## config.mk

```make
export PLATFORM = sky130hd
export DESIGN_NAME = iod_io_space_decoder
export DESIGN_NICKNAME = d
export VERILOG_FILES = /design/src/hdl/iod_io_space_decoder.v
export VERILOG_INCLUDE_DIRS = /design/src /design/src/hdl
export SDC_FILE = /design/constraint.sdc
export NUM_CORES = 1
export LEC_CHECK = 0
export BUFFER_PORTS_ARGS = -buffer_cell sky130_fd_sc_hd__buf_4
export CELL_PAD_IN_SITES_DETAIL_PLACEMENT = 1
export CELL_PAD_IN_SITES_GLOBAL_PLACEMENT = 1
export CORE_ASPECT_RATIO = 0.9
export CORE_MARGIN = 3
export CORE_UTILIZATION = 50
export DETAILED_ROUTE_END_ITERATION = 6
export GPL_TIMING_DRIVEN = 1
export PLACE_DENSITY = 0.92
export SYNTH_ARGS = -nofsm -noshare
export SYNTH_HDL_FRONTEND = slang
export SYNTH_SLANG_ARGS = --single-unit
```

## constraint.sdc

```tcl
create_clock -name ref_clk -period 10.7 [get_ports ref_clk]
set_input_delay 1.605 -clock ref_clk [delete_from_list [all_inputs] [get_ports ref_clk]]
set_output_delay 1.605 -clock ref_clk [all_outputs]
set_load 0.01 [all_outputs]
```

## src/hdl/iod_io_space_map.vh

```
// constants for the i/o space decoder: request kinds, address windows, bit masks
`ifndef IOD_IO_SPACE_MAP_VH
`define IOD_IO_SPACE_MAP_VH
// request kinds
`define IOD_K_PORT_RD 3'h0
`define IOD_K_PORT_WR 3'h1
`define IOD_K_MEM_RD 3'h2
`define IOD_K_MEM_WR 3'h3
`define IOD_K_BIT_SET 3'h4
`define IOD_K_BIT_CLR 3'h5
`define IOD_K_SKIP_SET 3'h6
`define IOD_K_SKIP_CLR 3'h7
// address windows
`define IOD_IO_OFS 8'h20
`define IOD_EXT_BASE 8'h60
`define IOD_IO_WIDTH 6
`define IOD_IO_COUNT 64
`define IOD_BIT_TOP_HI 3'h0
`define IOD_ZERO8 8'h00
`define IOD_ONE8 8'h01
// locations used by the core
`define IOD_A_SP_LOW 6'h3D
`define IOD_A_SP_HIGH 6'h3E
`define IOD_A_STATUS 6'h3F
// other implemented i/o locations
`define IOD_A_PIO_B_IN 6'h03
`define IOD_A_PIO_B_DIR 6'h04
`define IOD_A_PIO_B_OUT 6'h05
`define IOD_A_PIO_C_IN 6'h06
`define IOD_A_PIO_C_DIR 6'h07
`define IOD_A_PIO_C_OUT 6'h08
`define IOD_A_PIO_D_IN 6'h09
`define IOD_A_PIO_D_DIR 6'h0A
`define IOD_A_PIO_D_OUT 6'h0B
`define IOD_A_T0_FLAGS 6'h15
`define IOD_A_T1_FLAGS 6'h16
`define IOD_A_T2_FLAGS 6'h17
`define IOD_A_PIN_CHG_FLAGS 6'h1B
`define IOD_A_EXT_INT_FLAGS 6'h1C
`define IOD_A_EXT_INT_MASK 6'h1D
`define IOD_A_GP0 6'h1E
`define IOD_A_NVM_CTRL 6'h1F
`define IOD_A_NVM_DATA 6'h20
`define IOD_A_NVM_ADDR_LO 6'h21
`define IOD_A_NVM_ADDR_HI 6'h22
`define IOD_A_TMR_GEN 6'h23
`define IOD_A_T0_CTRL_A 6'h24
`define IOD_A_T0_CTRL_B 6'h25
`define IOD_A_T0_COUNT 6'h26
`define IOD_A_T0_CMP_A 6'h27
`define IOD_A_T0_CMP_B 6'h28
`define IOD_A_GP1 6'h2A
`define IOD_A_GP2 6'h2B
`define IOD_A_SER_CTRL 6'h2C
`define IOD_A_SER_STATUS 6'h2D
`define IOD_A_SER_DATA 6'h2E
`define IOD_A_CMP_CTRL 6'h30
`define IOD_A_SLEEP_CTRL 6'h33
`define IOD_A_RST_CAUSE 6'h34
`define IOD_A_CORE_CTRL 6'h35
`define IOD_A_SELF_PROG 6'h37
// writable bit masks per i/o location
`define IOD_M_PORT_C 8'h7F
`define IOD_M_FULL 8'hFF
`define IOD_M_TFLAG 8'h07
`define IOD_M_TFLAG1 8'h27
`define IOD_M_EXTFLAG 8'h03
`define IOD_M_NVM_CTRL 8'h3F
`define IOD_M_TMR_GEN 8'h83
`define IOD_M_T0A 8'hF3
`define IOD_M_T0B 8'hCF
`define IOD_M_SER_STATUS 8'hC1
`define IOD_M_SLEEP 8'h0F
`define IOD_M_RSTCAUSE 8'h0F
`define IOD_M_CORECTL 8'h13
`define IOD_M_SELFPROG 8'hDF
`define IOD_M_SP_HIGH 8'h07
// write-one-to-clear masks
`define IOD_C_ACI 8'h10
`endif

```

## src/hdl/iod_io_space_decoder.v

```verilog
// i/o register space decoder and register bank for an 8-bit core
`timescale 1ns/1ps
`default_nettype none
`include "iod_io_space_map.vh"
module iod_io_space_decoder (
   // clock and reset
   input wire ref_clk,
   input wire srst,
   // request from the core
   input wire req_valid,
   input wire [2:0] req_kind,
   input wire [7:0] req_addr,
   input wire [2:0] req_bit,
   input wire [7:0] req_wdata,
   output wire req_ready,
   // answer to the core
   output reg resp_valid_q,
   output reg [7:0] rdata_q,
   output reg skip_q,
   // hardware flag events from peripherals
   input wire evt_valid,
   input wire [5:0] evt_addr,
   input wire [7:0] evt_bits,
   // extended i/o window
   output reg ext_rd_q,
   output reg ext_wr_q,
   output reg [7:0] ext_addr_q,
   output reg [7:0] ext_wdata_q,
   input wire [7:0] ext_rdata,
   // core state held in the bank
   output wire [7:0] core_status,
   output wire [10:0] stack_ptr
);
   reg [7:0] io_q [0:`IOD_IO_COUNT-1];
   reg [7:0] io_d [0:`IOD_IO_COUNT-1];
   reg [5:0] idx;
   reg [7:0] wr_val;
   reg [7:0] wm;
   reg [7:0] cm;
   reg [7:0] old;
   reg [7:0] bm;
   reg [7:0] plain;
   reg [7:0] mem_io_addr;
   integer i;
   integer j;

   // writable bits of each location; zero marks a reserved one
   function [7:0] wmask;
      input [5:0] a;
      begin
         case (a)
            `IOD_A_PIO_B_IN: wmask = `IOD_M_FULL;
            `IOD_A_PIO_B_DIR: wmask = `IOD_M_FULL;
            `IOD_A_PIO_B_OUT: wmask = `IOD_M_FULL;
            `IOD_A_PIO_C_IN: wmask = `IOD_M_PORT_C;
            `IOD_A_PIO_C_DIR: wmask = `IOD_M_PORT_C;
            `IOD_A_PIO_C_OUT: wmask = `IOD_M_PORT_C;
            `IOD_A_PIO_D_IN: wmask = `IOD_M_FULL;
            `IOD_A_PIO_D_DIR: wmask = `IOD_M_FULL;
            `IOD_A_PIO_D_OUT: wmask = `IOD_M_FULL;
            `IOD_A_T0_FLAGS: wmask = `IOD_M_TFLAG;
            `IOD_A_T1_FLAGS: wmask = `IOD_M_TFLAG1;
            `IOD_A_T2_FLAGS: wmask = `IOD_M_TFLAG;
            `IOD_A_PIN_CHG_FLAGS: wmask = `IOD_M_TFLAG;
            `IOD_A_EXT_INT_FLAGS: wmask = `IOD_M_EXTFLAG;
            `IOD_A_EXT_INT_MASK: wmask = `IOD_M_EXTFLAG;
            `IOD_A_GP0: wmask = `IOD_M_FULL;
            `IOD_A_NVM_CTRL: wmask = `IOD_M_NVM_CTRL;
            `IOD_A_NVM_DATA: wmask = `IOD_M_FULL;
            `IOD_A_NVM_ADDR_LO: wmask = `IOD_M_FULL;
            `IOD_A_NVM_ADDR_HI: wmask = `IOD_M_FULL;
            `IOD_A_TMR_GEN: wmask = `IOD_M_TMR_GEN;
            `IOD_A_T0_CTRL_A: wmask = `IOD_M_T0A;
            `IOD_A_T0_CTRL_B: wmask = `IOD_M_T0B;
            `IOD_A_T0_COUNT: wmask = `IOD_M_FULL;
            `IOD_A_T0_CMP_A: wmask = `IOD_M_FULL;
            `IOD_A_T0_CMP_B: wmask = `IOD_M_FULL;
            `IOD_A_GP1: wmask = `IOD_M_FULL;
            `IOD_A_GP2: wmask = `IOD_M_FULL;
            `IOD_A_SER_CTRL: wmask = `IOD_M_FULL;
            `IOD_A_SER_STATUS: wmask = `IOD_M_SER_STATUS;
            `IOD_A_SER_DATA: wmask = `IOD_M_FULL;
            `IOD_A_CMP_CTRL: wmask = `IOD_M_FULL;
            `IOD_A_SLEEP_CTRL: wmask = `IOD_M_SLEEP;
            `IOD_A_RST_CAUSE: wmask = `IOD_M_RSTCAUSE;
            `IOD_A_CORE_CTRL: wmask = `IOD_M_CORECTL;
            `IOD_A_SELF_PROG: wmask = `IOD_M_SELFPROG;
            `IOD_A_SP_LOW: wmask = `IOD_M_FULL;
            `IOD_A_SP_HIGH: wmask = `IOD_M_SP_HIGH;
            `IOD_A_STATUS: wmask = `IOD_M_FULL;
            default: wmask = `IOD_ZERO8;
         endcase
      end
   endfunction

   // bits that are event flags, cleared by writing a one
   function [7:0] cmask;
      input [5:0] a;
      begin
         case (a)
            `IOD_A_T0_FLAGS: cmask = `IOD_M_TFLAG;
            `IOD_A_T1_FLAGS: cmask = `IOD_M_TFLAG1;
            `IOD_A_T2_FLAGS: cmask = `IOD_M_TFLAG;
            `IOD_A_PIN_CHG_FLAGS: cmask = `IOD_M_TFLAG;
            `IOD_A_EXT_INT_FLAGS: cmask = `IOD_M_EXTFLAG;
            `IOD_A_CMP_CTRL: cmask = `IOD_C_ACI;
            default: cmask = `IOD_ZERO8;
         endcase
      end
   endfunction

   // a pending extended read owns rdata_q next cycle, so hold the core off
   assign req_ready = ~ext_rd_q;

   // request decode
   wire req_fire = req_valid & req_ready;
   wire is_port = (req_kind == `IOD_K_PORT_RD) | (req_kind == `IOD_K_PORT_WR);
   wire is_mem = (req_kind == `IOD_K_MEM_RD) | (req_kind == `IOD_K_MEM_WR);
   wire is_bset = (req_kind == `IOD_K_BIT_SET);
   wire is_bclr = (req_kind == `IOD_K_BIT_CLR);
   wire is_skip = (req_kind == `IOD_K_SKIP_SET) | (req_kind == `IOD_K_SKIP_CLR);
   wire is_bitop = is_bset | is_bclr | is_skip;
   wire is_write = (req_kind == `IOD_K_PORT_WR) | (req_kind == `IOD_K_MEM_WR);

   // data addresses below the i/o window belong to the core's own registers
   wire mem_io = is_mem & (req_addr >= `IOD_IO_OFS) & (req_addr < `IOD_EXT_BASE);
   wire mem_ext = is_mem & (req_addr >= `IOD_EXT_BASE);
   // bit operations above 0x1F are refused outright
   wire bit_ok = is_bitop & (req_addr[7:5] == `IOD_BIT_TOP_HI);

   // refused accesses still answer, so the core never stalls on them
   wire hit = req_fire & (is_port | mem_io | bit_ok);
   wire hit_wr = hit & (is_write | is_bset | is_bclr);

   // one index into the 64 locations for every kind of access
   always @*
   begin
      mem_io_addr = req_addr - `IOD_IO_OFS;
      if (is_port)
      begin
         idx = req_addr[`IOD_IO_WIDTH-1:0];
      end
      else if (is_mem)
      begin
         idx = mem_io_addr[`IOD_IO_WIDTH-1:0];
      end
      else
      begin
         idx = {1'b0, req_addr[4:0]};
      end
   end

   // value written into the addressed location
   always @*
   begin
      wm = wmask(idx);
      cm = cmask(idx);
      old = io_q[idx];
      bm = `IOD_ONE8 << req_bit;
      plain = wm & ~cm;
      wr_val = old;
      if (is_write)
      begin
         // flags clear on one, stay on zero
         wr_val = ((old & ~plain) | (req_wdata & plain)) & ~(req_wdata & cm);
      end
      else if (is_bset)
      begin
         if ((bm & cm) != `IOD_ZERO8)
         begin
            // setting a flag bit writes a one, which clears only that flag
            wr_val = old & ~bm;
         end
         else
         begin
            wr_val = old | (bm & wm);
         end
      end
      else if (is_bclr)
      begin
         if ((bm & cm) != `IOD_ZERO8)
         begin
            // writing zero to a flag leaves it alone
            wr_val = old;
         end
         else
         begin
            wr_val = old & ~(bm & wm);
         end
      end
   end

   // next state of the bank; a hardware event wins over a same-cycle clear
   always @*
   begin
      for (i = 0; i < `IOD_IO_COUNT; i = i + 1)
      begin
         io_d[i] = io_q[i];
         if (hit_wr && (idx == i[5:0]))
         begin
            io_d[i] = wr_val;
         end
         if (evt_valid && (evt_addr == i[5:0]))
         begin
            io_d[i] = io_d[i] | (evt_bits & cmask(i[5:0]));
         end
      end
   end

   // reserved slots stay zero: their mask never lets a write in
   always @(posedge ref_clk)
   begin
      for (j = 0; j < `IOD_IO_COUNT; j = j + 1)
      begin
         if (srst)
         begin
            io_q[j] <= `IOD_ZERO8;
         end
         else
         begin
            io_q[j] <= io_d[j];
         end
      end
   end

   // answers and the extended window
   always @(posedge ref_clk)
   begin
      if (srst)
      begin
         resp_valid_q <= 1'b0;
         rdata_q <= `IOD_ZERO8;
         skip_q <= 1'b0;
         ext_rd_q <= 1'b0;
         ext_wr_q <= 1'b0;
         ext_addr_q <= `IOD_ZERO8;
         ext_wdata_q <= `IOD_ZERO8;
      end
      else
      begin
         ext_rd_q <= req_fire & mem_ext & ~is_write;
         ext_wr_q <= req_fire & mem_ext & is_write;
         if (req_fire & mem_ext)
         begin
            ext_addr_q <= req_addr;
            ext_wdata_q <= req_wdata;
         end
         if (ext_rd_q)
         begin
            // extended read answers one cycle later than the rest
            resp_valid_q <= 1'b1;
            rdata_q <= ext_rdata;
            skip_q <= 1'b0;
         end
         else if (req_fire && !(mem_ext && !is_write))
         begin
            resp_valid_q <= 1'b1;
            skip_q <= 1'b0;
            if (hit)
            begin
               rdata_q <= io_q[idx] & wmask(idx);
            end
            else
            begin
               rdata_q <= `IOD_ZERO8;
            end
            if (hit && is_skip)
            begin
               if (req_kind == `IOD_K_SKIP_SET)
               begin
                  skip_q <= io_q[idx][req_bit];
               end
               else
               begin
                  skip_q <= ~io_q[idx][req_bit];
               end
            end
         end
         else
         begin
            resp_valid_q <= 1'b0;
            skip_q <= 1'b0;
         end
      end
   end

   // the core reads these directly, with no port request
   assign core_status = io_q[`IOD_A_STATUS];
   assign stack_ptr = {io_q[`IOD_A_SP_HIGH][2:0], io_q[`IOD_A_SP_LOW]};
endmodule
`default_nettype wire

```

# After elaboration in Yosys (flattened, before gate mapping)
# Memories as Yosys holds them, arrays and structs flattened.
# Cells that the tools add are included.
[totals]
wordCells = 803
latchBits = 0
in_bits = 48
ramBits = 512
ff_bits = 28
rom_bits = 1024
mem_count = 3
output_inout_bits = 48
[op_classes]
n_addsub = 1
reduce_logical = 141
n_div = 0
n_eq_ne = 133
n_mux = 279
n_shift = 1
n_mul = 0
bitwise_logic = 234
order_cmp = 4
[mem_list]
columns = ["name", "words", "word_bits", "rd", "rd_clocked_by_memory_dff", "write_ports", "line", "source"]
rows = [
  ["(no name shown)", 64, 8, 1, 0, 0, "iod_io_space_decoder.v:51", "case (a)"],
  ["(no name shown)", 64, 8, 1, 0, 0, "iod_io_space_decoder.v:51", ""],
  ["io_q", 64, 8, 65, 0, 64, "iod_io_space_decoder.v:34", "reg [7:0] io_q [0:`IOD_IO_COUNT-1];"],
]
[op_table]
columns = ["operator", "n"]
rows = [
  ["two-way mux 8 bit", 268],
  ["bitwise AND 8 bit", 74],
  ["OR 8 bit", 66],
  ["equality test 6 bit (second input constant)", 64],
  ["equality test 6 x 5 -> 1 bit (second input constant)", 32],
  ["logical AND 1 bit", 131],
  ["equality test 6 x 4 -> 1 bit (second input constant)", 16],
  ["OR 1 bit", 74],
  ["equality test 6 x 3 -> 1 bit (second input constant)", 8],
  ["NOT 8 bit", 5],
  ["equality test 6 x 2 -> 1 bit (second input constant)", 4],
  ["case mux 6 bit (4 select lines)", 1],
  ["equality test 3 bit (second input constant)", 4],
  ["equality test 6 x 1 -> 1 bit (second input constant)", 2],
  ["logical NOT 6 bit", 2],
  ["two-way mux 6 bit", 2],
  ["bitwise AND 1 bit", 10],
  [">= comparator 8 x 6 -> 1 bit (second input constant)", 1],
  [">= comparator 8 x 7 -> 1 bit (second input constant)", 1],
  ["less-than comparator 8 x 7 -> 1 bit (second input constant)", 1],
  ["nonzero test 8 bit", 1],
  ["<< shifter 1 x 3 -> 8 bit (first input constant)", 1],
  ["two-way mux 1 bit", 7],
  ["equality test 3 x 2 -> 1 bit (second input constant)", 2],
  ["other kinds (10)", 16],
]

# Depth between registers and ports, before layout
# Gate-level depths: netlist of the first run.
[logic_depth]
depth_word = 18
depth_mapped = 17
ltp_nobuf = 10

# Worst setup path before layout of the first run
# No wires, ideal clock.
[synth_timing]
kind = "input to register"
startpoint = "input req_addr[1]"
endpoint = "memory io_q[38][4]"
required_time_ps = 10559
n_path_buf = 6
cell_stages = 16
t_arrival_ps = 4741
setup_ps = 141
path_slack_ps = 5819
cell_sequence = "buf_4 buf_6 buf_6 buf_4 buf_4 inv_1 ha_1 or3_1 a21boi_0 o21a_1 a2bb2oi_1 and3b_1 o211ai_1 a32oi_2 buf_2 a211oi_1"
[synth_lines]
columns = ["element", "line", "source"]
rows = [
  ["start, declared", "iod_io_space_decoder.v:12", "input wire [7:0] req_addr,"],
  ["end, declared", "iod_io_space_decoder.v:34", ""],
]

==> results of run 1 <==
## logic make-up after synthesis
logic type                 after synthesis
adders and majority gates                8
and+or+nand+nor                        854
xor gates and xnor gates                 3
DFF                                    540
AOI/OAI and AO/OA                      651
muxes                                  254
buffers and inverters                  250
## stage by stage
| step | cells | util | hold slack, ps | power (mW) | setup slack [ps] |
|---|---|---|---|---|---|
| 6_report | 3176 | 0.561 | 477 | 4.29 | 4030 |
| 5_1_grt | 3176 | 0.561 | 498 | 4.40 | 3890 |
| 4_1_cts | 3176 | 0.561 | 479 | 4.28 | 4320 |
| 3_5_place_dp | 3079 | 0.525 | 468 | 2.38 | 3700 |
| 3_3_place_gp | 3079 | 0.525 | 450 | 2.37 | 3900 |
| 2_1_floorplan | 2560 | - | 434 | 2.28 | 5820 |
## cell usage after synthesis (all sizes together), types with 3 or more instances
cell and n:
a21o 5, nand3b 75, a211oi 308, a21oi 58, o21ai 129, a2111oi 3, o22ai 5, o211ai 6
nor4b 4, a21boi 5, buf 87, o21bai 4, mux2i 146, mux4 106, nor2b 12, nand3 43
o31ai 3, a22o 5, a31oi 9, clkbuf 147, nor2 427, nand2b 126, a41o 3, a311oi 3
nor4 6, o221ai 3, nand4 13, or3 9, o21a 3, nand2 96, nor3 22, a211o 3
inv 14, ha 7, or4 4, a221oi 15, nor3b 4, and2 5, dfxtp 540, a22oi 61
a32oi 5
## area by class of cell
| type | instances | area (um^2) | share of cell area |
|---|---|---|---|
| Tap cell | 624 | 781 | 0.0288 |
| Inverter | 16 | 60.1 | 0.00221 |
| Timing Repair Buffer | 129 | 983 | 0.0363 |
| Clock buffer | 74 | 1500 | 0.0552 |
| Clock inverter | 23 | 262 | 0.00964 |
| Sequential cell | 540 | 10800 | 0.399 |
| Multi-Input combinational cell | 1770 | 12700 | 0.469 |
## registers in the layout, indices dropped and copies added, names as in the netlist
register      flops
skip_q            1
resp_valid_q      1
io_q            512
ext_addr_q        8
ext_wdata_q       8
ext_wr_q          1
rdata_q           8
ext_rd_q          1
## where the power goes
group          switching (mW)  internal [mW]
Combinational           0.243         0.0932
Clock                   0.837           1.10
Sequential            0.00332           2.01
## worst min-delay path, stage by stage, from the launching register on
cell and delay (ps):
dfxtp_1 310, nand2b_1 60, mux2i_1 50
## worst max path at each step
stage / to / slack (ps) / cells after the start
5_1_grt: io_q[50][7]$_SDFFE_PP0P_ / 3890 / 11
6_report: io_q[33][7]$_SDFFE_PP0P_ / 4030 / 11
2_1_floorplan: io_q[38][4]$_SDFFE_PP0P_ / 5820 / 16
3_3_place_gp: io_q[8][1]$_SDFFE_PP0P_ / 3900 / 12
3_5_place_dp: io_q[50][7]$_SDFFE_PP0P_ / 3700 / 11
4_1_cts: io_q[33][7]$_SDFFE_PP0P_ / 4320 / 11
## layer usage
| metal | wire (um) | track usage |
|---|---|---|
| met5 | 0 | 0 |
| met4 | 4990 | 0.181 |
| met1 | 35100 | 0.429 |
| met3 | 8010 | 0.0702 |
| met2 | 41000 | 0.538 |
==> impl_metrics.tcl, run 1 <==
set metrics [dict create \
    core_mm2 0.0483 \
    slowest_delay_ps 910 \
    drive_gt1_frac 0.136 \
    cts_buffer_depth 3 \
    reg2reg_slack_ps 6340 \
    fin_crit_sh 0.624 \
    dieArea_mm2 0.0520 \
    path_class "input port to register" \
    async_flop_share 0 \
    final_cell_mix "dfxtp_1 (540), nor2_1 (424), a211oi_1 (306), mux2i_1 (146)" \
    worst_path_max_delay_cell "inv_1" \
    synth.top_cells.by_area "dfxtp_1 (44%), mux4_2 (9.7%), a211oi_1 (9.3%), nor2_1 (6.5%), mux2i_1 (5.9%)" \
    min_path_cells 2 \
    numCtsBuffers 53 \
    grt_overflow_total 0 \
    hpwlAfterDp_um 55100 \
    hold_end "io_q[60][3]$_SDFFE_PP0P_" \
    yosys.area.top_type "dfxtp_1" \
    final_cell_area_mm2 0.0271 \
    io_buffers 92 \
    vias 21700 \
    yosysWarnings 0 \
    arrival_ps 7080 \
    crit_path_start_kind "input port" \
    crit_buf_inv 5 \
    max_freq_ghz 0.150 \
    skew_ps 20.4 \
    fillCellCount 5288 \
    maxCapViolations 0 \
    synth.net_count 2615 \
    finalWirelength_um 89200 \
    synth_fa_ha_area_frac 0.00396 \
    synthSimpleGateAreaFrac 0.167 \
    synth.top_cell.area_share 0.438 \
    syn_area_per_cell_um2 9.63 \
    rsz0062_at_grt "no" \
    syn_inst 2560 \
    required_ps 11110 \
    r2r_end "io_q[61][0]$_SDFFE_PP0P_" \
    min_from "io_q[60][3]$_SDFFE_PP0P_" \
    setup_viol 0 \
    synth_edf_count 0 \
    post_cts_buffers 0 \
    synth_top_family_by_area "compound AO/OA/AOI/OAI gates" \
    rows 76 \
    critPathLaunch "req_addr[0]" \
    synth_compound_area_frac 0.185 \
    ir_worst_vdd_mv 0.119 \
    tightestPinTransition_ps 1430 \
    wire_per_inst_um 28.1 \
    path_max_fanout 42 \
    drt-vias-per-instance 6.84 \
    cts_hold_buf 0 \
    post-route-min-period_ps 6670 \
    drt_iter0_markers 2465 \
    muxShareOfSynthArea 0.157 \
    reg2reg_from "io_q[63][0]$_SDFFE_PP0P_" \
    syn-cell-area_mm2 0.0247 \
    grt_max_degree 128 \
    timing.setup.tns_ps 0 \
    cts_root_buf "clkbuf_16" \
    cts_tree "built" \
    initial_utilization 0.510 \
    seq_area_frac_synth 0.438 \
    drc 0 \
    outcome "finished, final reports clean" \
    drv_slew 0 \
    cts.htree.levels 2 \
    clk_pin_slew_ps 70 \
    io_pins 96 \
    cp_top_family "buffers and inverters" \
    slew_headroom 0.0362 \
    p_per_area_mw_per_mm2 158 \
    grt_pass1_wl_um 137000 \
    synth_xor_area_frac 0.00167 \
    layout_commonest_cell "dfxtp_1" \
    synth-seq-cells 540 \
    fp.dieH_um 217 \
    fin_nets 2565 \
    crit_top_cell "buf_4" \
    antenna_found_initial 0 \
    p_leak_nw 8.66 \
    cts_resized 0 \
    placed_area_mm2 0.0253 \
    hold_violations 0 \
    track_usage 0.337 \
    die_w_um 240 \
    ant_nets 0 \
    yosysUniqueCellTypes 80 \
    r2r.worst_path.cells 7 \
    synth_ff_type "dfxtp_1" \
    cts.sinks 540 \
    n_antenna_cell 0 \
    area_growth_pct 9.98 \
    path_cells "buf_6, buf_4, buf_4, mux4_2, a22o_1, a221oi_1, o221ai_1, o21a_1, buf_4, inv_1, o21ai_0" \
    drtPass1Iterations 5 \
    hp-class "register to register" \
    critical_path.endpoint_type "register" \
    worst_skew_pair.late_latency_ps 620 \
    globalplace.congestion 0.977 \
    grt_pass1_vias 23000 \
]
Note: power is estimated with default switching activity, not from simulation.
==> inputs of run 2 (changes only) <==
- ABC_AREA: not set -> 1
- CORE_UTILIZATION: 50 -> 45
- PLACE_DENSITY: 0.92 -> 0.9
- clock period: 10.7 -> 6.6 ns (I/O delays scaled with it)
==> impl_metrics.tcl, run 2 <==
set metrics [dict create \
    seq_power_share 0.442 \
    rows 83 \
    ant_nets 0 \
    cts_root_buf "clkbuf_16" \
    outcome "finished, final reports clean" \
    fin_util 0.505 \
    path_depth 15 \
    synth_top_family_by_area "compound AO/OA/AOI/OAI gates" \
    syn_inst 3987 \
    arrival_ps 5280 \
    globalplace.congestion 0.933 \
    ir_worst_vdd_mv 0.157 \
    hp-class "register to register" \
    path_max_fanout 98 \
    setup_viol 0 \
    maxCapViolations 0 \
    io_buffers 92 \
    cts_tree "built" \
    hold_violations 0 \
    cts_resized 0 \
    synth.net_count 4042 \
    syn-cell-area_mm2 0.0264 \
    synth_xor_area_frac 0 \
    grt_overflow_total 0 \
    reg2reg_slack_ps 2680 \
    yosysWarnings 0 \
    synth_edf_count 0 \
    power_frac_clock 0.443 \
    initial_utilization 0.459 \
    worst_path_max_delay_cell "nand2_2" \
    final_cell_area_mm2 0.0291 \
    synth_fa_ha_area_frac 0.00331 \
    reg2reg_from "ext_rd_q$_SDFF_PP0_" \
    place_inst 4633 \
    grt_pass1_wl_um 148000 \
    io_pins 96 \
    worst_skew_pair.late_latency_ps 630 \
    largest_reg_flops 512 \
    post_cts_buffers 0 \
    fp.dieH_um 236 \
    p_per_area_mw_per_mm2 255 \
    muxShareOfSynthArea 0 \
    timing.final.ws_setup_ps 1890 \
    drv_slew 0 \
    finalWirelength_um 95800 \
    max_freq_ghz 0.212 \
    critPathLaunch "req_addr[0]" \
    cts_buffer_depth 3 \
    synth-seq-cells 540 \
    synthSimpleGateAreaFrac 0.208 \
    tightestPinTransition_ps 1220 \
    synth.top_cells.by_area "dfxtp_1 (41%), o21ai_0 (11%), nand2_1 (9.9%), a21oi_1 (9.2%), inv_1 (8.6%)" \
    numCtsBuffers 58 \
    async_flop_share 0 \
    synthTopCellsByCount "nand2_1 (694), inv_1 (608), o21ai_0 (563)" \
    fin_nets 3983 \
    core_mm2 0.0575 \
    r2r_end "io_q[42][3]$_SDFFE_PP0P_" \
    slowest_delay_ps 920 \
    wire_per_inst_um 20.2 \
    combPwrFrac 0.115 \
    die_w_um 261 \
    synth_ff_type "dfxtp_1" \
    required_ps 7170 \
    largest_register "io_q" \
    cp_top_family "buffers and inverters" \
    drc 0 \
    vias 27000 \
    rsz0062_at_grt "no" \
    r2r.worst_path.cells 13 \
    drtPass1Iterations 5 \
    crit_path_start_kind "input port" \
    drive_gt1_frac 0.0626 \
    skew_ps 24.0 \
    path_cells "buf_8, buf_4, o21ai_0, o21ai_0, nand2_1, nand2_1, nand3_1, nand2_1, nor2_1, nand2_1, nand4_1, nand2_2, buf_4, o21ai_0, inv_1" \
    grt_max_degree 253 \
    instances_no_fill 4742 \
    placed_area_mm2 0.0272 \
    yosysUniqueCellTypes 37 \
    synth_compound_area_frac 0.240 \
    antenna_found_initial 0 \
    final_cell_mix "nand2_1 (693), inv_1 (607), o21ai_0 (563), dfxtp_1 (540), a21oi_1 (484)" \
    fillCellCount 7570 \
    fin_crit_sh 0.714 \
    cts.htree.levels 2 \
    swShare 0.278 \
    drt_iter0_markers 2261 \
    power.switching_mw 2.06 \
    cts_hold_buf 0 \
    seq_area_frac_synth 0.409 \
    p_int_mw 5.36 \
    slew_headroom 0.182 \
    cts.sinks 540 \
    track_usage 0.300 \
    grt_pass1_vias 26900 \
    hpwlAfterDp_um 59900 \
    syn_area_per_cell_um2 6.63 \
    p_leak_nw 13.9 \
    preCtsSetupSlack_ps 1400 \
    crit_buf_inv 4 \
    synth_most_common_cell "nand2_1" \
    clk_pin_slew_ps 60 \
    synth.top_cell.area_share 0.409 \
    critical_path.endpoint_type "register" \
    yosys.area.top_type "dfxtp_1" \
    area_growth_pct 10.0 \
    layout_commonest_cell "nand2_1" \
    post-route-min-period_ps 4710 \
    drt-vias-per-instance 5.69 \
    crit_end "io_q[12][2]$_SDFFE_PP0P_" \
    timing.setup.tns_ps 0 \
    crit_top_cell "nand2_1" \
    dieArea_mm2 0.0617 \
    path_class "input port to register" \
]
## run 2: through the flow
stage	power, mW	hold slack [ps]
after floorplan	3.88	468
after global placement	4.16	436
after detailed placement	4.17	442
after CTS	7.43	451
after global routing	7.65	473
final	7.42	448
## run 2: final cells by class
| cell class | count | area [um^2] | area share |
|---|---|---|---|
| timing repair buffer | 129 | 1050 | 0.0363 |
| multi-input combinational | 2566 | 11900 | 0.411 |
| clock inverter | 12 | 95.1 | 0.00327 |
| tap | 765 | 957 | 0.0329 |
| antenna | 2 | 5.00 | 0.000172 |
| clock buffer | 95 | 1810 | 0.0624 |
| sequential | 540 | 10800 | 0.372 |
| inverter | 633 | 2390 | 0.0823 |
## run 2: power by group through the flow
| stage | clock network [mW] | registers (mW) | logic, mW |
|---|---|---|---|
| 2_1_floorplan | 0 | 3.35 | 0.525 |
| 3_3_place_gp | 0 | 3.35 | 0.805 |
| 3_5_place_dp | 0 | 3.35 | 0.817 |
| 4_1_cts | 3.32 | 3.28 | 0.826 |
| 5_1_grt | 3.47 | 3.28 | 0.899 |
| 6_report | 3.29 | 3.28 | 0.850 |
## run 2: how the worst min path moves through the flow
| stage | slack [ps] | depth (start not counted) | from | end |
|---|---|---|---|---|
| 5_1_grt | 470 | 2 | ext_wdata_q[2]$_SDFFE_PP0P_ | ext_wdata_q[2]$_SDFFE_PP0P_ |
| 4_1_cts | 450 | 2 | ext_wdata_q[6]$_SDFFE_PP0P_ | ext_wdata_q[6]$_SDFFE_PP0P_ |
| 6_report | 450 | 2 | ext_wdata_q[3]$_SDFFE_PP0P_ | ext_wdata_q[3]$_SDFFE_PP0P_ |
| 2_1_floorplan | 470 | 2 | ext_addr_q[0]$_SDFFE_PP0P_ | ext_addr_q[0]$_SDFFE_PP0P_ |
| 3_5_place_dp | 440 | 2 | ext_wdata_q[6]$_SDFFE_PP0P_ | ext_wdata_q[6]$_SDFFE_PP0P_ |
| 3_3_place_gp | 440 | 2 | ext_wdata_q[6]$_SDFFE_PP0P_ | ext_wdata_q[6]$_SDFFE_PP0P_ |
## run 2: logic make-up (layout without fill, tap and decap cells)
group	Yosys count	count (layout)
flip-flops	540	540
AO/OA/AOI/OAI	1212	1212
buffers and inverters	881	869
AND/OR/NAND/NOR	1347	1347
other	0	2
adder cells (fa/ha/maj)	7	7
## run 2: worst register-to-register path, stage by stage, from the launching register on
cell	delay (ps)
dfxtp_1	440
inv_1	170
nand2_1	90
a21oi_1	120
nand2_1	90
a21oi_1	410
inv_1	210
nor2_1	130
inv_1	90
nor2_1	890
nand2_1	510
inv_1	380
o21ai_0	150
a21oi_1	180
## run 2: layer usage
metal | track usage | wire (um)
met1 | 0.382 | 40400
met3 | 0.0485 | 6950
met4 | 0.147 | 4430
met2 | 0.493 | 44000
met5 | 0 | 0
==> inputs of run 3 (changes only) <==
- clock period: 6.6 -> 4.69 ns (I/O delays scaled with it)
==> impl_metrics.tcl, run 3 (same netlist as run 2, synthesis figures left out) <==
set metrics [dict create \
    outcome "finished, final reports clean" \
    worst_skew_pair.late_latency_ps 630 \
    finalWirelength_um 100000 \
    place_inst 4676 \
    instances_no_fill 4784 \
    clk_pin_slew_ps 70 \
    io_buffers 92 \
    wire_per_inst_um 20.9 \
    layout_commonest_cell "nand2_1" \
    post_cts_buffers 0 \
    slew_headroom 0.229 \
    timing.final.ws_setup_ps 838 \
    skew_ps 28.9 \
    rsz0062_at_grt "no" \
    vias 27500 \
    numCtsBuffers 58 \
    post-route-min-period_ps 3850 \
    fin_crit_sh 0.821 \
    maxCapViolations 0 \
    cts_resized 0 \
    p_leak_nw 14.2 \
    track_usage 0.317 \
    p_per_area_mw_per_mm2 363 \
    cts.htree.levels 2 \
    preCtsSetupSlack_ps 413 \
    core_mm2 0.0575 \
    n_antenna_cell 0 \
    drv_slew 0 \
    final_cell_mix "nand2_1 (693), inv_1 (607), o21ai_0 (563), dfxtp_1 (540), a21oi_1 (484)" \
    ant_nets 0 \
    hp-class "input port to register" \
    max_freq_ghz 0.260 \
    drive_gt1_frac 0.0754 \
    fin_nets 4026 \
    ir_worst_vdd_mv 0.226 \
    fp.dieH_um 236 \
    setup_viol 0 \
    cts_hold_buf 0 \
    grt_pass1_vias 28000 \
    hpwlAfterDp_um 62400 \
    grt_max_degree 155 \
    grt_overflow_total 0 \
    io_pins 96 \
    multi_input_area_mm2 0.0119 \
    drt_iter0_markers 2655 \
    area_growth_pct 12.1 \
    cts.sinks 540 \
    cts_buffer_depth 3 \
    critical_path.endpoint_type "register" \
    tightestPinTransition_ps 1150 \
    reg2reg_slack_ps 1220 \
    path_class "input port to register" \
    required_ps 5270 \
    crit_path_start_kind "input port" \
    cts_root_buf "clkbuf_16" \
    arrival_ps 4430 \
    drc 0 \
    initial_utilization 0.459 \
    dieArea_mm2 0.0617 \
    antenna_found_initial 1 \
    largest_register "io_q" \
    largest_reg_flops 512 \
    grt_pass1_wl_um 156000 \
    hold_violations 0 \
    path_max_fanout 29 \
    drtPass1Iterations 7 \
    regArea_mm2 0.0108 \
    globalplace.congestion 0.954 \
    cts_tree "built" \
    fillCellCount 7543 \
    rows 83 \
    die_w_um 261 \
    drt-vias-per-instance 5.76 \
    timing.setup.tns_ps 0 \
]
## run 3: path summary, 6_finish.rpt
kind                                                  start                          end  cells after the start
worst max-delay path                            req_addr[2]     io_q[31][4]$_SDFFE_PP0P_                     16
worst min-delay path                           ext_rdata[4]      rdata_q[4]$_SDFFE_PP0P_                      3
worst max register to register          ext_rd_q$_SDFF_PP0_     io_q[26][1]$_SDFFE_PP0P_                     16
worst min register to register  ext_wdata_q[6]$_SDFFE_PP0P_  ext_wdata_q[6]$_SDFFE_PP0P_                      2
## run 3: critical path, stage by stage
cell	delay, ps
buf_4	200
inv_2	80
nor2_4	820
buf_4	420
o211ai_1	140
nand2_1	90
inv_1	40
nand3_1	70
nand3_1	140
nand2_1	220
nor2_1	110
a21o_1	180
nand2_2	440
buf_4	430
o21ai_0	190
inv_1	100
## run 3: cell type report
cell class              count  share of cell area
repair buffers            172              0.0512
flip-flops and latches    540               0.365
well taps                 765              0.0323
clock buffers              86              0.0597
clock inverters            22             0.00769
multi-input cells        2566               0.403
inverters                 633              0.0808
## run 3: power breakdown
| group | total [mW] | leakage [nW] | switching (mW) | internal (mW) |
|---|---|---|---|---|
| logic | 1.29 | 8.91 | 0.979 | 0.309 |
| registers | 4.62 | 4.35 | 0.0105 | 4.60 |
| clock network | 4.85 | 0.986 | 2.03 | 2.82 |
## run 3: routing by layer
metal | GRT usage | vias to the layer above | part of all wire
met4 | 0.152 | 2 | 0.047
li1 | - | 12700 | -
met2 | 0.510 | 1170 | 0.46
met3 | 0.0544 | 318 | 0.080
met5 | 0 | - | 0.00015
met1 | 0.411 | 13300 | 0.42
## run 3: through the flow
step	power [mW]	util	cell area, um^2	hold slack [ps]
2_1_floorplan	5.46	-	26400	468
3_3_place_gp	5.92	0.480	27600	435
3_5_place_dp	5.94	0.480	27600	440
4_1_cts	10.7	0.515	29600	338
5_1_grt	11.0	0.515	29600	364
6_report	10.8	0.515	29600	358
